[src/inc/uart_irq_defs.svh]
// register indices, bit positions and reset values of the irq/modem block
`ifndef UART_IRQ_DEFS_SVH
`define UART_IRQ_DEFS_SVH

// register indices; byte address is four times the index
`define RX_BUF_IDX      10'h3F8
`define IRQ_EN_IDX      10'h3F9
`define IRQ_ID_IDX      10'h3FA
`define MDM_CTL_IDX     10'h3FC
`define MDM_STAT_IDX    10'h3FE
`define IDX_MSB         11
`define IDX_LSB         2
`define TRANS_BUSY_BIT  1

// interrupt enable bits
`define EN_RX           0
`define EN_TX           1
`define EN_LINE         2
`define EN_MODEM        3

// modem control bits
`define MC_TERM         0
`define MC_RTS          1
`define MC_AUX1         2
`define MC_AUX2         3
`define MC_LOOP         4

// implemented bits and reset values
`define MC_MASK         8'h1F
`define IE_MASK         8'h0F
`define MC_RST          8'h00
`define IE_RST          8'h00
`define MARK_LEVEL      1'b1
`define PIN_IDLE_N      1'b1

`endif

[src/inc/uart_irq_pkg.sv]
// types shared by the irq/modem block and its priority encoder
`default_nettype none
package uart_irq_pkg;

    typedef enum logic [1:0] {
        ID_MODEM    = 2'b00,
        ID_TX_EMPTY = 2'b01,
        ID_RX_DATA  = 2'b10,
        ID_LINE     = 2'b11
    } irq_id_t;

    typedef struct packed {
        logic modem;
        logic line;
        logic tx_empty;
        logic rx_data;
    } irq_src_t;

    typedef struct packed {
        logic line_detect;
        logic ring;
        logic set_ready;
        logic clear_to_send;
    } modem_lines_t;

endpackage : uart_irq_pkg

`default_nettype wire

[src/rtl/uart_irq_modem_ctrl.sv]
// interrupt, modem control and character registers of a serial controller
// Functional notes
// - identity bit 0 reads low while an enabled interrupt pends, else high
// - identity bits 2:1 give the code of the highest pending interrupt
// - priority: line status 11, rx data 10, tx empty 01, modem 00
// - reading identity freezes the top interrupt until it is serviced
// - identity bits 7:3 always read zero
// - each source reaches the irq output only while its enable bit is set
// - enable bits: 0 rx data, 1 tx empty, 2 line status, 3 modem
// - enable bits 7:4 always read zero
// - status keeps updating while interrupts are disabled
// - terminal-ready pin is low when modem control bit 0 is one
// - bits 1,2,3 drive request-to-send, aux 1, aux 2 the same inverted way
// - loopback: serial out at mark, rx pin ignored, tx shift fed to rx
// - loopback: modem status 7:4 follow aux2, aux1, terminal, rts
// - loopback: modem interrupts come from control bits, still enabled
// - writing ones to modem status bits 3:0 raises the modem interrupt
// - modem control bits 7:5 always read zero
// - deltas 0,1,3 set on input change; any status read clears all four except a bit that changes in that same cycle
// - delta bit 2 sets only on ring going from on to off
// - any delta bit set raises the modem status interrupt
// - outside loopback status 7:4 are complements of the four inputs
// - base read with select bit zero returns received char, read only
// - base write with select bit zero loads char to send, write only
//
// The AHB-Lite slave port is this design's own decision.
`timescale 1ns/1ps
`default_nettype none
`include "uart_irq_defs.svh"

module uart_irq_modem_ctrl (
    input  wire logic        core_clk,
    input  wire logic        rst_n,
    input  wire logic        hsel,
    input  wire logic [31:0] haddr,
    input  wire logic [1:0]  htrans,
    input  wire logic        hwrite,
    input  wire logic [2:0]  hsize,
    input  wire logic [31:0] hwdata,
    input  wire logic        hready,
    output logic      [31:0] hrdata,
    output logic             hreadyout,
    output logic             hresp,
    input  wire logic        divisor_select_bit,
    input  wire logic        line_status_irq,
    input  wire logic        rx_data_ready,
    input  wire logic        tx_holding_empty,
    input  wire logic        rx_load,
    input  wire logic [7:0]  rx_char,
    output logic             rx_read,
    output logic             tx_load,
    output logic      [7:0]  tx_char,
    input  wire logic        tx_shift_out,
    input  wire logic        serial_rx_pin,
    output logic             serial_tx_pin,
    output logic             rx_shift_in,
    input  wire logic        clear_to_send_n,
    input  wire logic        set_ready_n,
    input  wire logic        ring_n,
    input  wire logic        line_detect_n,
    output logic             terminal_ready_n,
    output logic             request_to_send_n,
    output logic             aux_out1_n,
    output logic             aux_out2_n,
    output logic             irq_output
);

    // ---------------- bus slave ----------------
    logic        acc;
    logic        rd_acc;
    logic [9:0]  a_idx;
    logic        wr_pend_r,  wr_pend_nxt;
    logic [9:0]  wr_idx_r,   wr_idx_nxt;
    logic [31:0] hrdata_r,   hrdata_nxt;
    logic        hready_r;
    logic [7:0]  rd_byte;

    // ---------------- control state ----------------
    logic [7:0]  mc_r,       mc_nxt;
    logic [7:0]  ie_r,       ie_nxt;
    logic [7:0]  rbuf_r,     rbuf_nxt;
    logic [7:0]  tx_char_r,  tx_char_nxt;
    logic        tx_load_r,  tx_load_nxt;
    logic        rx_read_r,  rx_read_nxt;
    logic [3:0]  delta_r,    delta_nxt;
    logic        primed_r,   primed_nxt;
    logic        txe_prev_r, txe_prev_nxt;
    logic        tx_pend_r,  tx_pend_nxt;
    logic        frozen_r,   frozen_nxt;
    logic        irq_r,      irq_nxt;
    logic        serial_tx_pin_r,     serial_tx_pin_nxt;
    logic        sin_r,      sin_nxt;
    logic [3:0]  pins_n_r,   pins_n_nxt;
    uart_irq_pkg::irq_id_t      frz_id_r, frz_id_nxt;
    uart_irq_pkg::modem_lines_t prev_r,   prev_nxt;
    uart_irq_pkg::modem_lines_t stat_now;
    uart_irq_pkg::irq_src_t     src;
    uart_irq_pkg::irq_src_t     gated;
    uart_irq_pkg::irq_id_t      live_id;
    uart_irq_pkg::irq_id_t      shown_id;
    logic        any_pend;
    logic        frz_live;
    logic [3:0]  delta_set;
    logic        loop;
    logic        sel0;
    logic        rd_iir, rd_msr, rd_rbr;
    logic        wr_thr, wr_ier, wr_mcr, wr_msr;

    assign acc    = hsel & htrans[`TRANS_BUSY_BIT] & hready;
    assign rd_acc = acc & ~hwrite;
    assign a_idx  = haddr[`IDX_MSB:`IDX_LSB];
    assign loop   = mc_r[`MC_LOOP];
    assign sel0   = ~divisor_select_bit;

    assign rd_iir = rd_acc & (a_idx == `IRQ_ID_IDX);
    assign rd_msr = rd_acc & (a_idx == `MDM_STAT_IDX);
    assign rd_rbr = rd_acc & (a_idx == `RX_BUF_IDX) & sel0;
    assign wr_thr = wr_pend_r & (wr_idx_r == `RX_BUF_IDX) & sel0;
    assign wr_ier = wr_pend_r & (wr_idx_r == `IRQ_EN_IDX) & sel0;
    assign wr_mcr = wr_pend_r & (wr_idx_r == `MDM_CTL_IDX);
    assign wr_msr = wr_pend_r & (wr_idx_r == `MDM_STAT_IDX);

    // current modem line state as software sees it
    always_comb begin
        if (loop) begin
            stat_now.clear_to_send = mc_r[`MC_RTS];
            stat_now.set_ready     = mc_r[`MC_TERM];
            stat_now.ring          = mc_r[`MC_AUX1];
            stat_now.line_detect   = mc_r[`MC_AUX2];
        end else begin
            stat_now.clear_to_send = ~clear_to_send_n;
            stat_now.set_ready     = ~set_ready_n;
            stat_now.ring          = ~ring_n;
            stat_now.line_detect   = ~line_detect_n;
        end
    end

    // change detection; nothing is flagged before the first sample
    always_comb begin
        delta_set[0] = primed_r &
                       (stat_now.clear_to_send ^ prev_r.clear_to_send);
        delta_set[1] = primed_r &
                       (stat_now.set_ready ^ prev_r.set_ready);
        delta_set[2] = primed_r & prev_r.ring & ~stat_now.ring;
        delta_set[3] = primed_r &
                       (stat_now.line_detect ^ prev_r.line_detect);
    end

    always_comb begin
        src.line     = line_status_irq;
        src.rx_data  = rx_data_ready;
        src.tx_empty = tx_pend_r;
        src.modem    = |delta_r;
    end

    irq_identify u_ident (
        .enable   (ie_r[3:0]),
        .src      (src),
        .any_pend (any_pend),
        .top_id   (live_id),
        .gated    (gated)
    );

    // a frozen code holds while its own source still pends
    always_comb begin
        unique case (frz_id_r)
            uart_irq_pkg::ID_LINE:     frz_live = gated.line;
            uart_irq_pkg::ID_RX_DATA:  frz_live = gated.rx_data;
            uart_irq_pkg::ID_TX_EMPTY: frz_live = gated.tx_empty;
            uart_irq_pkg::ID_MODEM:    frz_live = gated.modem;
        endcase
        shown_id = (frozen_r && frz_live) ? frz_id_r : live_id;
    end

    // read data, captured in the address phase
    always_comb begin
        rd_byte = 8'h00;
        unique case (a_idx)
            `RX_BUF_IDX:   rd_byte = sel0 ? rbuf_r : 8'h00;
            `IRQ_EN_IDX:   rd_byte = sel0 ? (ie_r & `IE_MASK) : 8'h00;
            `IRQ_ID_IDX:   rd_byte = {5'h00, shown_id, ~any_pend};
            `MDM_CTL_IDX:  rd_byte = mc_r & `MC_MASK;
            `MDM_STAT_IDX: rd_byte = {stat_now, delta_r};
            default:       rd_byte = 8'h00;
        endcase
    end

    always_comb begin
        wr_pend_nxt = acc & hwrite;
        wr_idx_nxt  = a_idx;
        hrdata_nxt  = rd_acc ? {24'h000000, rd_byte} : 32'h00000000;
    end

    always_ff @(posedge core_clk or negedge rst_n) begin
        if (!rst_n) begin
            wr_pend_r <= 1'b0;
            wr_idx_r  <= 10'h000;
            hrdata_r  <= 32'h00000000;
            hready_r  <= 1'b0;
        end else begin
            wr_pend_r <= wr_pend_nxt;
            wr_idx_r  <= wr_idx_nxt;
            hrdata_r  <= hrdata_nxt;
            hready_r  <= 1'b1;
        end
    end

    // ---------------- next control state ----------------
    always_comb begin
        mc_nxt       = wr_mcr ? (hwdata[7:0] & `MC_MASK) : mc_r;
        ie_nxt       = wr_ier ? (hwdata[7:0] & `IE_MASK) : ie_r;
        rbuf_nxt     = rx_load ? rx_char : rbuf_r;
        tx_char_nxt  = wr_thr ? hwdata[7:0] : tx_char_r;
        tx_load_nxt  = wr_thr;
        rx_read_nxt  = rd_rbr;
        primed_nxt   = 1'b1;
        prev_nxt     = stat_now;
        txe_prev_nxt = tx_holding_empty;
        // deltas: read clears, write ones sets, a new change always wins
        delta_nxt = (rd_msr ? 4'h0 : delta_r)
                  | (wr_msr ? hwdata[3:0] : 4'h0)
                  | delta_set;
        tx_pend_nxt = tx_pend_r;
        if (wr_thr || (rd_iir && any_pend &&
                       shown_id == uart_irq_pkg::ID_TX_EMPTY)) begin
            tx_pend_nxt = 1'b0;
        end
        if (tx_holding_empty && !txe_prev_r) begin
            tx_pend_nxt = 1'b1;
        end
        frozen_nxt = frozen_r && frz_live;
        frz_id_nxt = frz_id_r;
        if (rd_iir && any_pend && !(frozen_r && frz_live)) begin
            frozen_nxt = 1'b1;
            frz_id_nxt = live_id;
        end
        irq_nxt  = any_pend;
        serial_tx_pin_nxt = loop ? `MARK_LEVEL : tx_shift_out;
        sin_nxt  = loop ? tx_shift_out : serial_rx_pin;
        pins_n_nxt = ~mc_r[3:0];
    end

    always_ff @(posedge core_clk or negedge rst_n) begin
        if (!rst_n) begin
            mc_r       <= `MC_RST;
            ie_r       <= `IE_RST;
            rbuf_r     <= 8'h00;
            tx_char_r  <= 8'h00;
            tx_load_r  <= 1'b0;
            rx_read_r  <= 1'b0;
            delta_r    <= 4'h0;
            primed_r   <= 1'b0;
            prev_r     <= '0;
            txe_prev_r <= 1'b0;
            tx_pend_r  <= 1'b0;
            frozen_r   <= 1'b0;
            frz_id_r   <= uart_irq_pkg::ID_MODEM;
            irq_r      <= 1'b0;
            serial_tx_pin_r     <= `MARK_LEVEL;
            sin_r      <= `MARK_LEVEL;
            pins_n_r   <= {4{`PIN_IDLE_N}};
        end else begin
            mc_r       <= mc_nxt;
            ie_r       <= ie_nxt;
            rbuf_r     <= rbuf_nxt;
            tx_char_r  <= tx_char_nxt;
            tx_load_r  <= tx_load_nxt;
            rx_read_r  <= rx_read_nxt;
            delta_r    <= delta_nxt;
            primed_r   <= primed_nxt;
            prev_r     <= prev_nxt;
            txe_prev_r <= txe_prev_nxt;
            tx_pend_r  <= tx_pend_nxt;
            frozen_r   <= frozen_nxt;
            frz_id_r   <= frz_id_nxt;
            irq_r      <= irq_nxt;
            serial_tx_pin_r     <= serial_tx_pin_nxt;
            sin_r      <= sin_nxt;
            pins_n_r   <= pins_n_nxt;
        end
    end

    assign hrdata            = hrdata_r;
    assign hreadyout         = hready_r;
    assign hresp             = 1'b0;
    assign rx_read           = rx_read_r;
    assign tx_load           = tx_load_r;
    assign tx_char           = tx_char_r;
    assign serial_tx_pin     = serial_tx_pin_r;
    assign rx_shift_in       = sin_r;
    assign terminal_ready_n  = pins_n_r[`MC_TERM];
    assign request_to_send_n = pins_n_r[`MC_RTS];
    assign aux_out1_n        = pins_n_r[`MC_AUX1];
    assign aux_out2_n        = pins_n_r[`MC_AUX2];
    assign irq_output        = irq_r;
endmodule : uart_irq_modem_ctrl

`default_nettype wire

[src/rtl/irq_identify.sv]
// gates interrupt sources with their enables and picks the highest one
`timescale 1ns/1ps
`default_nettype none
`include "uart_irq_defs.svh"

module irq_identify (
    input  wire logic                 [3:0] enable,
    input  wire uart_irq_pkg::irq_src_t     src,
    output logic                            any_pend,
    output uart_irq_pkg::irq_id_t           top_id,
    output uart_irq_pkg::irq_src_t          gated
);

    always_comb begin
        gated.rx_data  = src.rx_data  & enable[`EN_RX];
        gated.tx_empty = src.tx_empty & enable[`EN_TX];
        gated.line     = src.line     & enable[`EN_LINE];
        gated.modem    = src.modem    & enable[`EN_MODEM];
        any_pend       = |gated;
        if (gated.line) begin
            top_id = uart_irq_pkg::ID_LINE;
        end else if (gated.rx_data) begin
            top_id = uart_irq_pkg::ID_RX_DATA;
        end else if (gated.tx_empty) begin
            top_id = uart_irq_pkg::ID_TX_EMPTY;
        end else begin
            top_id = uart_irq_pkg::ID_MODEM;
        end
    end

endmodule : irq_identify

`default_nettype wire

[config.mk]
export PLATFORM = sky130hd
export DESIGN_NAME = uart_irq_modem_ctrl
export DESIGN_NICKNAME = d
export VERILOG_FILES = /design/src/inc/uart_irq_pkg.sv /design/src/rtl/uart_irq_modem_ctrl.sv /design/src/rtl/irq_identify.sv
export VERILOG_INCLUDE_DIRS = /design/src /design/src/inc
export SDC_FILE = /design/constraint.sdc
export NUM_CORES = 1
export LEC_CHECK = 0
export BUFFER_PORTS_ARGS = -buffer_cell sky130_fd_sc_hd__buf_2
export CORE_MARGIN = 2
export CORE_UTILIZATION = 35
export CTS_CLUSTER_DIAMETER = 30
export DETAILED_ROUTE_END_ITERATION = 10
export PLACE_DENSITY = 0.66
export SKIP_LAST_GASP = 1
export SLEW_MARGIN = 20
export SYNTH_ARGS = -nofsm -noshare
export SYNTH_HDL_FRONTEND = slang
export SYNTH_HIERARCHICAL = 1
export SYNTH_SLANG_ARGS = --single-unit
[constraint.sdc]
create_clock -name core_clk -period 2.1 [get_ports core_clk]
set_input_delay 0.42 -clock core_clk [delete_from_list [all_inputs] [get_ports core_clk]]
set_output_delay 0.42 -clock core_clk [all_outputs]
set_load 0.05 [all_outputs]
# After elaboration in Yosys (flattened, before gate mapping)
# Index checks and enable logic that the tools add are counted.
[word_totals]
latch_bits = 0
ram_bits = 0
wordCells = 102
reg_bits = 67
mem_count = 0
romBits = 0
[op_classes]
multipliers = 0
magnitude_cmp = 0
n_bitwise = 37
add_sub_neg = 0
n_mux = 17
reduce_logical = 12
div = 0
eq_ne = 13
shift = 0
[ops]
columns = ["op", "count"]
rows = [
  ["== test 10 bit, second input constant", 9],
  ["case mux 8 bit (5 select lines)", 1],
  ["AND 1 bit", 23],
  ["two-way mux 4 bit", 4],
  ["two-way mux 8 bit", 2],
  ["NOT 1 bit", 8],
  ["OR 4 bit", 2],
  ["OR reduction 4 bit", 2],
  ["two-way mux 1 bit", 6],
  ["two-way mux 2 bit", 3],
  ["logical AND 1 bit", 5],
  ["== test 2 x 1 -> 1 bit, second input constant", 2],
  ["== test 2 bit, second input constant", 2],
  ["NOT 4 bit", 1],
  ["case mux 1 bit (4 select lines)", 1],
  ["bitwise XOR 1 bit", 3],
  ["zero test 1 bit", 2],
  ["zero test 2 bit", 1],
  ["nonzero test 2 bit", 1],
  ["logical OR 1 bit", 1],
]

# Longest topological paths before layout
# Gate-level depths: netlist of the first run.
[logic_depth]
word_depth = 10
ltp_mapped = 7

# By module
# Netlist of the first run, hierarchy kept.
[by_module_without_submodules]
columns = ["module", "area_each_um2", "cells_per_inst", "instances"]
rows = [
  ["uart_irq_modem_ctrl", 2921.6, 239, 1],
  ["irq_identify", 51.3, 11, 1],
]

# Worst setup path before layout of the first run
# No wires, ideal clock.
[synth_path]
kind = "register to register"
from = "reg delta_r[2]"
to = "reg frz_id_r[0]"
required_ps = 1975
period_less_slack_ps = 2031
arrival_time_ps = 1907
n_path_buf = 0
setup_ps = 125
stages_incl_launch_ff = 8
slack_ps = 69
cell_sequence = "dfrtp_1 or4_1 nand2_1 inv_1 mux2i_1 o22ai_1 nor3_1 mux2_2"
[synth_rtl]
columns = ["item", "line", "rtl"]
rows = [
  ["start: declaration", "uart_irq_modem_ctrl.sv:85", "logic [3:0] delta_r, delta_nxt;"],
  ["start signal: assignment", "uart_irq_modem_ctrl.sv:269", "delta_r <= delta_nxt;"],
  ["end signal: assignment", "uart_irq_modem_ctrl.sv:257", "frz_id_r <= uart_irq_pkg::ID_MODEM;"],
  ["end signal: assignment", "uart_irq_modem_ctrl.sv:275", "frz_id_r <= frz_id_nxt;"],
  ["end: declaration", "uart_irq_modem_ctrl.sv:94", "uart_irq_pkg::irq_id_t frz_id_r, frz_id_nxt;"],
]

==> results.yml, run 1 <==
logic_synthesis:
  ys_top_cells_by_area: "dfrtp_1 51%, mux2_2 11%, buf_4 6.3%"
  mappedNetlistArea_sq_um: 2973
  ys_warn_count: 6
  yosysTopAreaCell: "dfrtp_1"
  synthCells: 250
  synth_cell_type_count: 44
  ys_seq_area_share_pct: 56.65
  synth_top_area_share_pct: 51.35
  ys_ff_latch: 67
  syn_area_per_cell_sq_um: 11.89
power:
  power_leakage_nw: 1.734
  power_density_nw_per_um2: 806.7
  ir_drop_mv: 0.3248
  p_total_mw: 2.976
sta:
  min_period_ps: 2059
  grt_setup_unrepaired: "true"
  fmax_mhz: 485.6
  setup_violations: 0
  final.period_utilization_pct: 98.07
  final.setup.tns_ps: 0
  finalHoldViolCount: 0
  finalMaxSlewViolations: 0
  fin_hold_ws_ps: 83.65
  finalWorstSetupSlack_ps: 40.51
  skew_ps: 7.216
outcome:
  status: "complete, no violations"
worst_setup_path:
  start_kind: "flop"
  crit_required_ps: 2330
  cp-end-kind: "flop"
  path_class: "reg2reg"
  crit_arrival_ps: 2290
  cp_max_fo: 3
run:
  drv_cap: 0
placement:
  place_area_sq_um: 3397
  portBuffers: 68
  dp_hpwl_um: 4620
  dp_slack_ps: -96.66
  dp.cells: 423
  place.gp.congestion: 0.8131
worst_hold_path:
  worst_hold_path_type: "in2async"
layout:
  fin_nets: 423
  layout-drive-gt1-share_pct: 42.99
  seq_area_sq_um: 1684
  final_cell_area_sq_um: 3689
  syn_to_final_growth_pct: 24.07
  nFillCells: 786
  multi_input_area_sq_um: 1161
  diodes: 0
  layout.cells.non_filler: 440
  utilization_pct: 44.89
route:
  drc: 0
  first_iter_violations: 166
  wl_per_cell_um: 14.75
  vias: 2117
  ant_nets: 0
  drt_wl_total_um: 6492
  viasPerCell: 4.811
  dr.pass1.iters: 4
clock_network:
  cts_max_level: 3
  cts_tree: "yes"
  cts_root_buf: "clkbuf_8"
  ctsHoldBuffers: 0
  cts_num_sinks: 67
  clock_latency_ps: 350
  cts_buffers: 9
  clock_path_buffers: 2
  clk_pin_slew_worst_paths_ps: 80
grt:
  grt_pass1_wl_um: 10340
  grt_use_total_pct: 15.06
  first_global_vias: 2106
  grt_start_max_net_pins: 68
  grt_overflow: 0
  antenna_found_initial: 0
die:
  initial_core_util_pct: 36.18
  fp.coreArea_sq_um: 8217
  die_w_um: 96.16
  die_h_um: 96.16
  io_pins: 144
  fp-row-count: 33
  fp.dieArea_sq_um: 9247
-- registers in the layout, indices dropped and copies added (netlist names), 2 cells and up --
register,cells
mc_r,5
prev_r,4
ie_r,4
hrdata,8
rbuf_r,8
delta_r,4
wr_idx_r,10
tx_char,8
frz_id_r,2
pins_n_r,4
-- final cells by class --
| cell class | count | share of cell area, % |
|---|---|---|
| repair buffers | 78 | 11.60 |
| flip-flops and latches | 67 | 45.66 |
| well taps | 105 | 3.562 |
| inverters | 13 | 1.323 |
| multi-input cells | 161 | 31.48 |
| clock inverters | 5 | 2.273 |
| clock buffers | 11 | 4.104 |
-- cell families after synthesis --
kind of cell / synth area share (%)
flip-flops: 56.65
AO/OA/AOI/OAI: 9.301
multiplexers: 12.33
buffers and inverters: 8.964
other: 0.2526
AND/OR/NAND/NOR: 12.50
-- routing by layer --
metal	routed length (um)	vias to the layer above	global-route usage (%)
met3	412	10	3.759
met4	120	0	7.143
met1	2734	1040	18.18
li1	-	990	-
met2	3225	77	25.12
met5	0	-	0
-- Yosys cell counts (all sizes together) --
master and number:
dfrtp 61, mux2 29, buf 25, nand2 14
inv 13, nor2 10, clkbuf 8, a21oi 6
dfstp 6, nand3 6, nor2b 6, o21ai 6
a221o 4, a32oi 4, mux2i 4, nand2b 4
nand4 4, nor3 4, or3 4, nand4b 3
o21a 3, a21boi 2, a21o 2, a22oi 2
conb 2, nor4 2, o22ai 2, o32ai 2
or2 2, a2111oi 1, a211o 1, a221oi 1
a31oi 1, and3 1, and3b 1, and4 1
nor3b 1, o21bai 1, or4 1
-- worst paths after layout --
kind	startpoint	endpoint	slack, ps	cells after the start
setup reg to reg	delta_r[3]	frz_id_r[1]	40	7
min in group core_clk	haddr[5]	wr_idx_r[3]	190	1
hold reg to reg	txe_prev_r	tx_pend_r	450	1
setup / recovery	delta_r[3]	frz_id_r[1]	40	7
hold / removal	rst_n	prev_r[3]	80	2
max in group asynchronous	rst_n	pins_n_r[1]	1720	2
-- power by group --
part	leakage, nW	switching (mW)	internal, mW
Combinational	0.804	0.255	0.0977
Clock	0.112	0.522	0.737
Sequential	0.818	0.0247	1.34
-- layout by cell type (no fill, tap or decap), types with 4 or more instances in the layout --
| cell type | Yosys | routed |
|---|---|---|
| dfrtp_1 | 61 | 61 |
| a21oi_1 | 6 | 6 |
| nor2b_1 | 6 | 6 |
| nor2_1 | 10 | 10 |
| dfstp_2 | 6 | 6 |
| buf_2 | 0 | 68 |
| conb_1 | 2 | 26 |
| nand2_1 | 13 | 12 |
| clkbuf_8 | 0 | 11 |
| a32oi_1 | 4 | 4 |
| a221o_1 | 4 | 4 |
| o21ai_0 | 5 | 5 |
| nand3_1 | 6 | 6 |
| buf_4 | 25 | 9 |
| inv_1 | 12 | 11 |
| nand4_1 | 4 | 4 |
| nand2b_1 | 4 | 4 |
| mux2_2 | 29 | 27 |
-- what timing repair did --
item                       in CTS  in global routing
resized for setup               4                  8
setup endpoints to repair       3                  4
setup buffers                   0                  1
pin swaps                       1                  5
-- worst max-delay path: stages (launching register included) --
cell and delay (ps):
dfrtp_1 380, or4_4 550, nand2_4 80, inv_2 50, mux2i_4 180, o22ai_2 120
nor3_2 260, mux2_4 330
Power figures use the tool's default switching activity.
==> run 2: changes to the inputs <==
==> constraint.sdc (replaced) <==
create_clock -name core_clk -period 1.8 [get_ports core_clk]
set_input_delay 0.36 -clock core_clk [delete_from_list [all_inputs] [get_ports core_clk]]
set_output_delay 0.36 -clock core_clk [all_outputs]
set_load 0.05 [all_outputs]
==> run 2 against run 1 <==
  * Die area unchanged
  * Routed wire length down 3.8%
  * Sequential share of layout area down 0.81 points
  * Sequential cell count did not move
  * Total power grew 8.2%
  * Hold slack worse by 37 ps
  * Critical endpoint unchanged
  * The run now ends with negative setup slack left
  * Combinational power is 23% higher
  * First-iteration DRC count fell by 42%
==> results.yml, run 2 (same netlist as run 1, synthesis figures left out) <==
outcome:
  status: "finished with violations"
  violations: "negative setup slack"
sta:
  grt_setup_unrepaired: "true"
  setup_violations: 6
  finalWorstSetupSlack_ps: -187.3
  final.period_utilization_pct: 110.4
  final.setup.tns_ps: -698.0
  finalMaxSlewViolations: 0
  finalHoldViolCount: 0
  fmax_mhz: 503.2
  fin_hold_ws_ps: 47.10
  min_period_ps: 1987
  skew_ps: 6.843
clock_network:
  clock_path_buffers: 2
  cts_max_level: 3
  cts_buffers: 9
  clock_latency_ps: 330
  cts_tree: "yes"
  cts_num_sinks: 67
  ctsHoldBuffers: 0
  cts_root_buf: "clkbuf_8"
  clk_pin_slew_worst_paths_ps: 70
grt:
  grt_use_total_pct: 14.60
  antenna_found_initial: 0
  first_global_vias: 2110
  grt_pass1_wl_um: 10020
  grt_overflow: 0
  grt_start_max_net_pins: 68
layout:
  layout_commonest_cell: "buf_2"
  regMostFlops: "wr_idx_r"
  fin_nets: 436
  layout.cells.non_filler: 453
  syn_to_final_growth_pct: 26.30
  final_cell_mix: "68 x buf_2, 61 x dfrtp_1, 27 x mux2_2, 26 x conb_1, 20 x buf_4"
  seq_area_sq_um: 1684
  largest_reg_flops: 10
  multi_input_area_sq_um: 1167
  nFillCells: 793
  diodes: 0
  layout-drive-gt1-share_pct: 43.97
route:
  dr.pass1.iters: 4
  wl_per_cell_um: 13.78
  vias: 2163
  drc: 0
  first_iter_violations: 97
  ant_nets: 0
  viasPerCell: 4.775
  drt_wl_total_um: 6243
worst_setup_path:
  regToRegSetupSlack_ps: -190
  path_class: "reg2reg"
  crit_required_ps: 2020
  cp-end-kind: "flop"
  start_kind: "flop"
  r2r_cells: 7
  cp_max_fo: 3
  crit_arrival_ps: 2200
power:
  ir_drop_mv: 0.4757
  p_total_mw: 3.219
  power_density_nw_per_um2: 857.4
  power_leakage_nw: 1.782
die:
  die_h_um: 96.16
  initial_core_util_pct: 36.18
  die_w_um: 96.16
  fp-row-count: 33
  io_pins: 144
  fp.coreArea_sq_um: 8217
  fp.dieArea_sq_um: 9247
run:
  drv_cap: 0
placement:
  dp.cells: 430
  place.gp.congestion: 0.8077
  dp_hpwl_um: 4616
  portBuffers: 68
worst_hold_path:
  worst_hold_path_type: "in2async"
## run 2: timing repair
action / in CTS / in global routing
resized for setup: 8 / 6
endpoints found under the setup margin: 6 / 7
cloned: 0 / 0
setup buffers: 7 / 4
pin swaps: 5 / 4
## run 2: layout make-up
class,instances,area share (%)
Sequential cell,67,44.85
Multi-Input combinational cell,161,31.09
Timing Repair Buffer,91,14.20
Clock buffer,14,4.065
Tap cell,105,3.499
Inverter,13,1.366
Clock inverter,2,0.9330
## run 2: worst paths after layout
| check | start | to |
|---|---|---|
| worst max-delay path | delta_r[0] | frz_id_r[1] |
| worst min-delay path | rst_n | primed_r |
| worst max register to register | delta_r[0] | frz_id_r[1] |
| worst min register to register | txe_prev_r | tx_pend_r |
| max in group asynchronous | rst_n | pins_n_r[1] |
| min in group core_clk | haddr[5] | wr_idx_r[3] |
## run 2: critical path, cell delays in order (launching register included)
cell	delay (ps)
dfrtp_1	380
or4_4	560
nand2_4	90
inv_4	30
mux2i_4	170
o22ai_2	130
nor3_4	190
mux2_4	320
## run 2: report_power, final
part           internal (mW)  switching [mW]  leakage (nW)
combinational          0.131           0.301         0.870
sequential              1.56          0.0294         0.818
clock                  0.679           0.516        0.0947
total                   2.37           0.846          1.78
## run 2: through the flow
step	instance area [sq um]	worst slack, ps	utilization, %
finish	3755	-187.3	45.70
global route	3755	-266.8	45.70
CTS	3726	-237.2	45.35
floorplan	3078	-116.3	-
global placement	3465	-273.0	42.17
detailed placement	3465	-270.0	42.17
## run 2: layer usage
layer	track usage [%]	vias up	routed length, um
met5	0	-	0
met4	4.286	0	76
met3	4.777	9	388
met2	23.90	70	3131
met1	18.39	1070	2647
li1	-	1014	-
==> run 3: changes to the inputs <==
--- a/config.mk
+++ b/config.mk
@@ -18,3 +18,4 @@
 export SYNTH_HDL_FRONTEND = slang
 export SYNTH_HIERARCHICAL = 1
 export SYNTH_SLANG_ARGS = --single-unit
+export TNS_END_PERCENT = 50
==> run 3 against run 2 <==
  * The run still ends with negative setup slack left
  * Largest power group unchanged
  * Cell count down 0.66%
  * Sequential power barely moved
  * Critical path depth unchanged
  * Routed wire length increased by 1.7%
  * Register-to-register slack about the same
  * Total power grew 1.5%
  * Critical path type unchanged
  * Sequential share of layout area is 0.090 points lower
  * Largest cell class unchanged
  * First-iteration DRC count grew 20%
==> results.yml, run 3 (same netlist as run 1, synthesis figures left out) <==
outcome:
  status: "finished with violations"
  violations: "negative setup slack"
clock_network:
  clk_pin_slew_worst_paths_ps: 60
  clock_latency_ps: 340
  cts_max_level: 3
  cts_tree: "yes"
  cts_buffers: 9
  clock_path_buffers: 2
  cts_num_sinks: 67
  cts_root_buf: "clkbuf_8"
power:
  seq_power_share_pct: 48.8
  combPwrFrac_pct: 13.0
  power_switching_share_pct: 26.03
  p_sw_mw: 0.8507
  power_density_nw_per_um2: 868.7
  clkPwrFrac_pct: 38.2
  p_total_mw: 3.268
  p_int_mw: 2.418
  power_leakage_nw: 1.784
  ir_drop_mv: 0.4672
sta:
  setup_violations: 6
  fin_hold_ws_ps: 142.3
  finalMaxSlewViolations: 0
  finalWorstSetupSlack_ps: -174.2
  fmax_mhz: 506.5
  final.period_utilization_pct: 109.7
  final.setup.tns_ps: -805.4
  skew_ps: 5.422
  finalHoldViolCount: 0
  min_period_ps: 1974
  grt_setup_unrepaired: "true"
placement:
  dp_slack_ps: -303.7
  dp.cells: 432
  place.gp.congestion: 0.7947
  portBuffers: 68
  dp_hpwl_um: 4801
layout:
  layout.cells.non_filler: 450
  largest_reg_flops: 10
  multi_input_area_sq_um: 1179
  regMostFlops: "wr_idx_r"
  diodes: 0
  final_cell_mix: "68 x buf_2, 61 x dfrtp_1, 27 x mux2_2, 26 x conb_1, 17 x buf_4"
  seq_area_sq_um: 1684
  nFillCells: 806
  layout_commonest_cell: "buf_2"
  fin_nets: 433
  layout-drive-gt1-share_pct: 44.35
  syn_to_final_growth_pct: 26.56
die:
  die_w_um: 96.16
  initial_core_util_pct: 36.18
  io_pins: 144
  fp-row-count: 33
  fp.dieArea_sq_um: 9247
  fp.coreArea_sq_um: 8217
  die_h_um: 96.16
route:
  drt_wl_total_um: 6348
  vias: 2118
  ant_nets: 0
  dr.pass1.iters: 4
  drc: 0
  viasPerCell: 4.707
  wl_per_cell_um: 14.11
  first_iter_violations: 116
grt:
  first_global_vias: 2062
  grt_pass1_wl_um: 10060
  grt_overflow: 0
  grt_start_max_net_pins: 55
  grt_use_total_pct: 14.81
  antenna_found_initial: 0
run:
  drv_cap: 0
worst_setup_path:
  cp-end-kind: "flop"
  crit_required_ps: 2020
  crit_arrival_ps: 2200
  start_kind: "flop"
  cp_max_fo: 3
  crit_chain: "or4_4 > nand2_4 > inv_2 > mux2i_4 > o22ai_4 > nor3_4 > mux2_4"
  path_class: "reg2reg"
  cp_slowest_stage_delay_ps: 560
  slowest_stage: "or4_4"
worst_hold_path:
  worst_hold_path_type: "in2reg"
## run 3: changes by cell type in the layout (fill, tap and decap cells not counted), sizes merged
cell,change
clkbuf,+2
bufinv,-1
buf,-4
dlygate4sd3,+1
clkinv,-1
## run 3: final timing paths
check                      startpoint           to  slack [ps]  cells after the start
max                        delta_r[1]  frz_id_r[1]        -170                      7
min                          haddr[7]  wr_idx_r[5]         140                      1
max reg2reg                delta_r[1]  frz_id_r[1]        -170                      7
min reg2reg                txe_prev_r    tx_pend_r         440                      1
max in group asynchronous       rst_n  pins_n_r[1]         710                      3
min in group asynchronous       rst_n   tx_char[3]         460                      2
## run 3: final cells by class
type | count | area share, %
Sequential cell | 67 | 44.76
Multi-Input combinational cell | 161 | 31.33
Timing Repair Buffer | 88 | 13.54
Clock buffer | 16 | 5.587
Tap cell | 105 | 3.492
Inverter | 13 | 1.297
## run 3: per-layer routing
metal  wire length, um  track usage (%)  up-vias
met5                 0                0        -
met4               105            6.190        0
met3               379            5.012       10
met2              3144            23.73       70
met1              2718            18.22     1028
li1                  -                -     1010
## run 3: stage by stage
step	util, %	instance area, sq um
after detailed placement	42.35	3480
after global routing	45.79	3762
after global placement	42.35	3480
after floorplan	-	3078
after CTS	45.47	3736
final	45.79	3762
## run 3: what timing repair did
action | CTS | global route
resized for setup | 8 | 6
setup endpoints to repair | 6 | 11
pin swaps | 5 | 6
hold endpoints to repair | 9 | 0
buffers inserted | 1 | 0
hold buffers | 1 | 0
gates cloned | 0 | 0
## run 3: critical path, delay by kind of cell, from the launching register on
family	cells	cell delay, ps
AO/OA/AOI/OAI	1	110
buffers and inverters	1	40
multiplexers	2	520
flip-flops	1	380
AND/OR/NAND/NOR	3	810
## run 3: power by group through the flow
stage	logic (mW)	clock network, mW	registers [mW]
6_report	0.426	1.25	1.59
5_1_grt	0.464	1.36	1.60
4_1_cts	0.427	1.29	1.59
3_5_place_dp	0.421	0	1.62
3_3_place_gp	0.415	0	1.62
2_1_floorplan	0.266	0	1.67
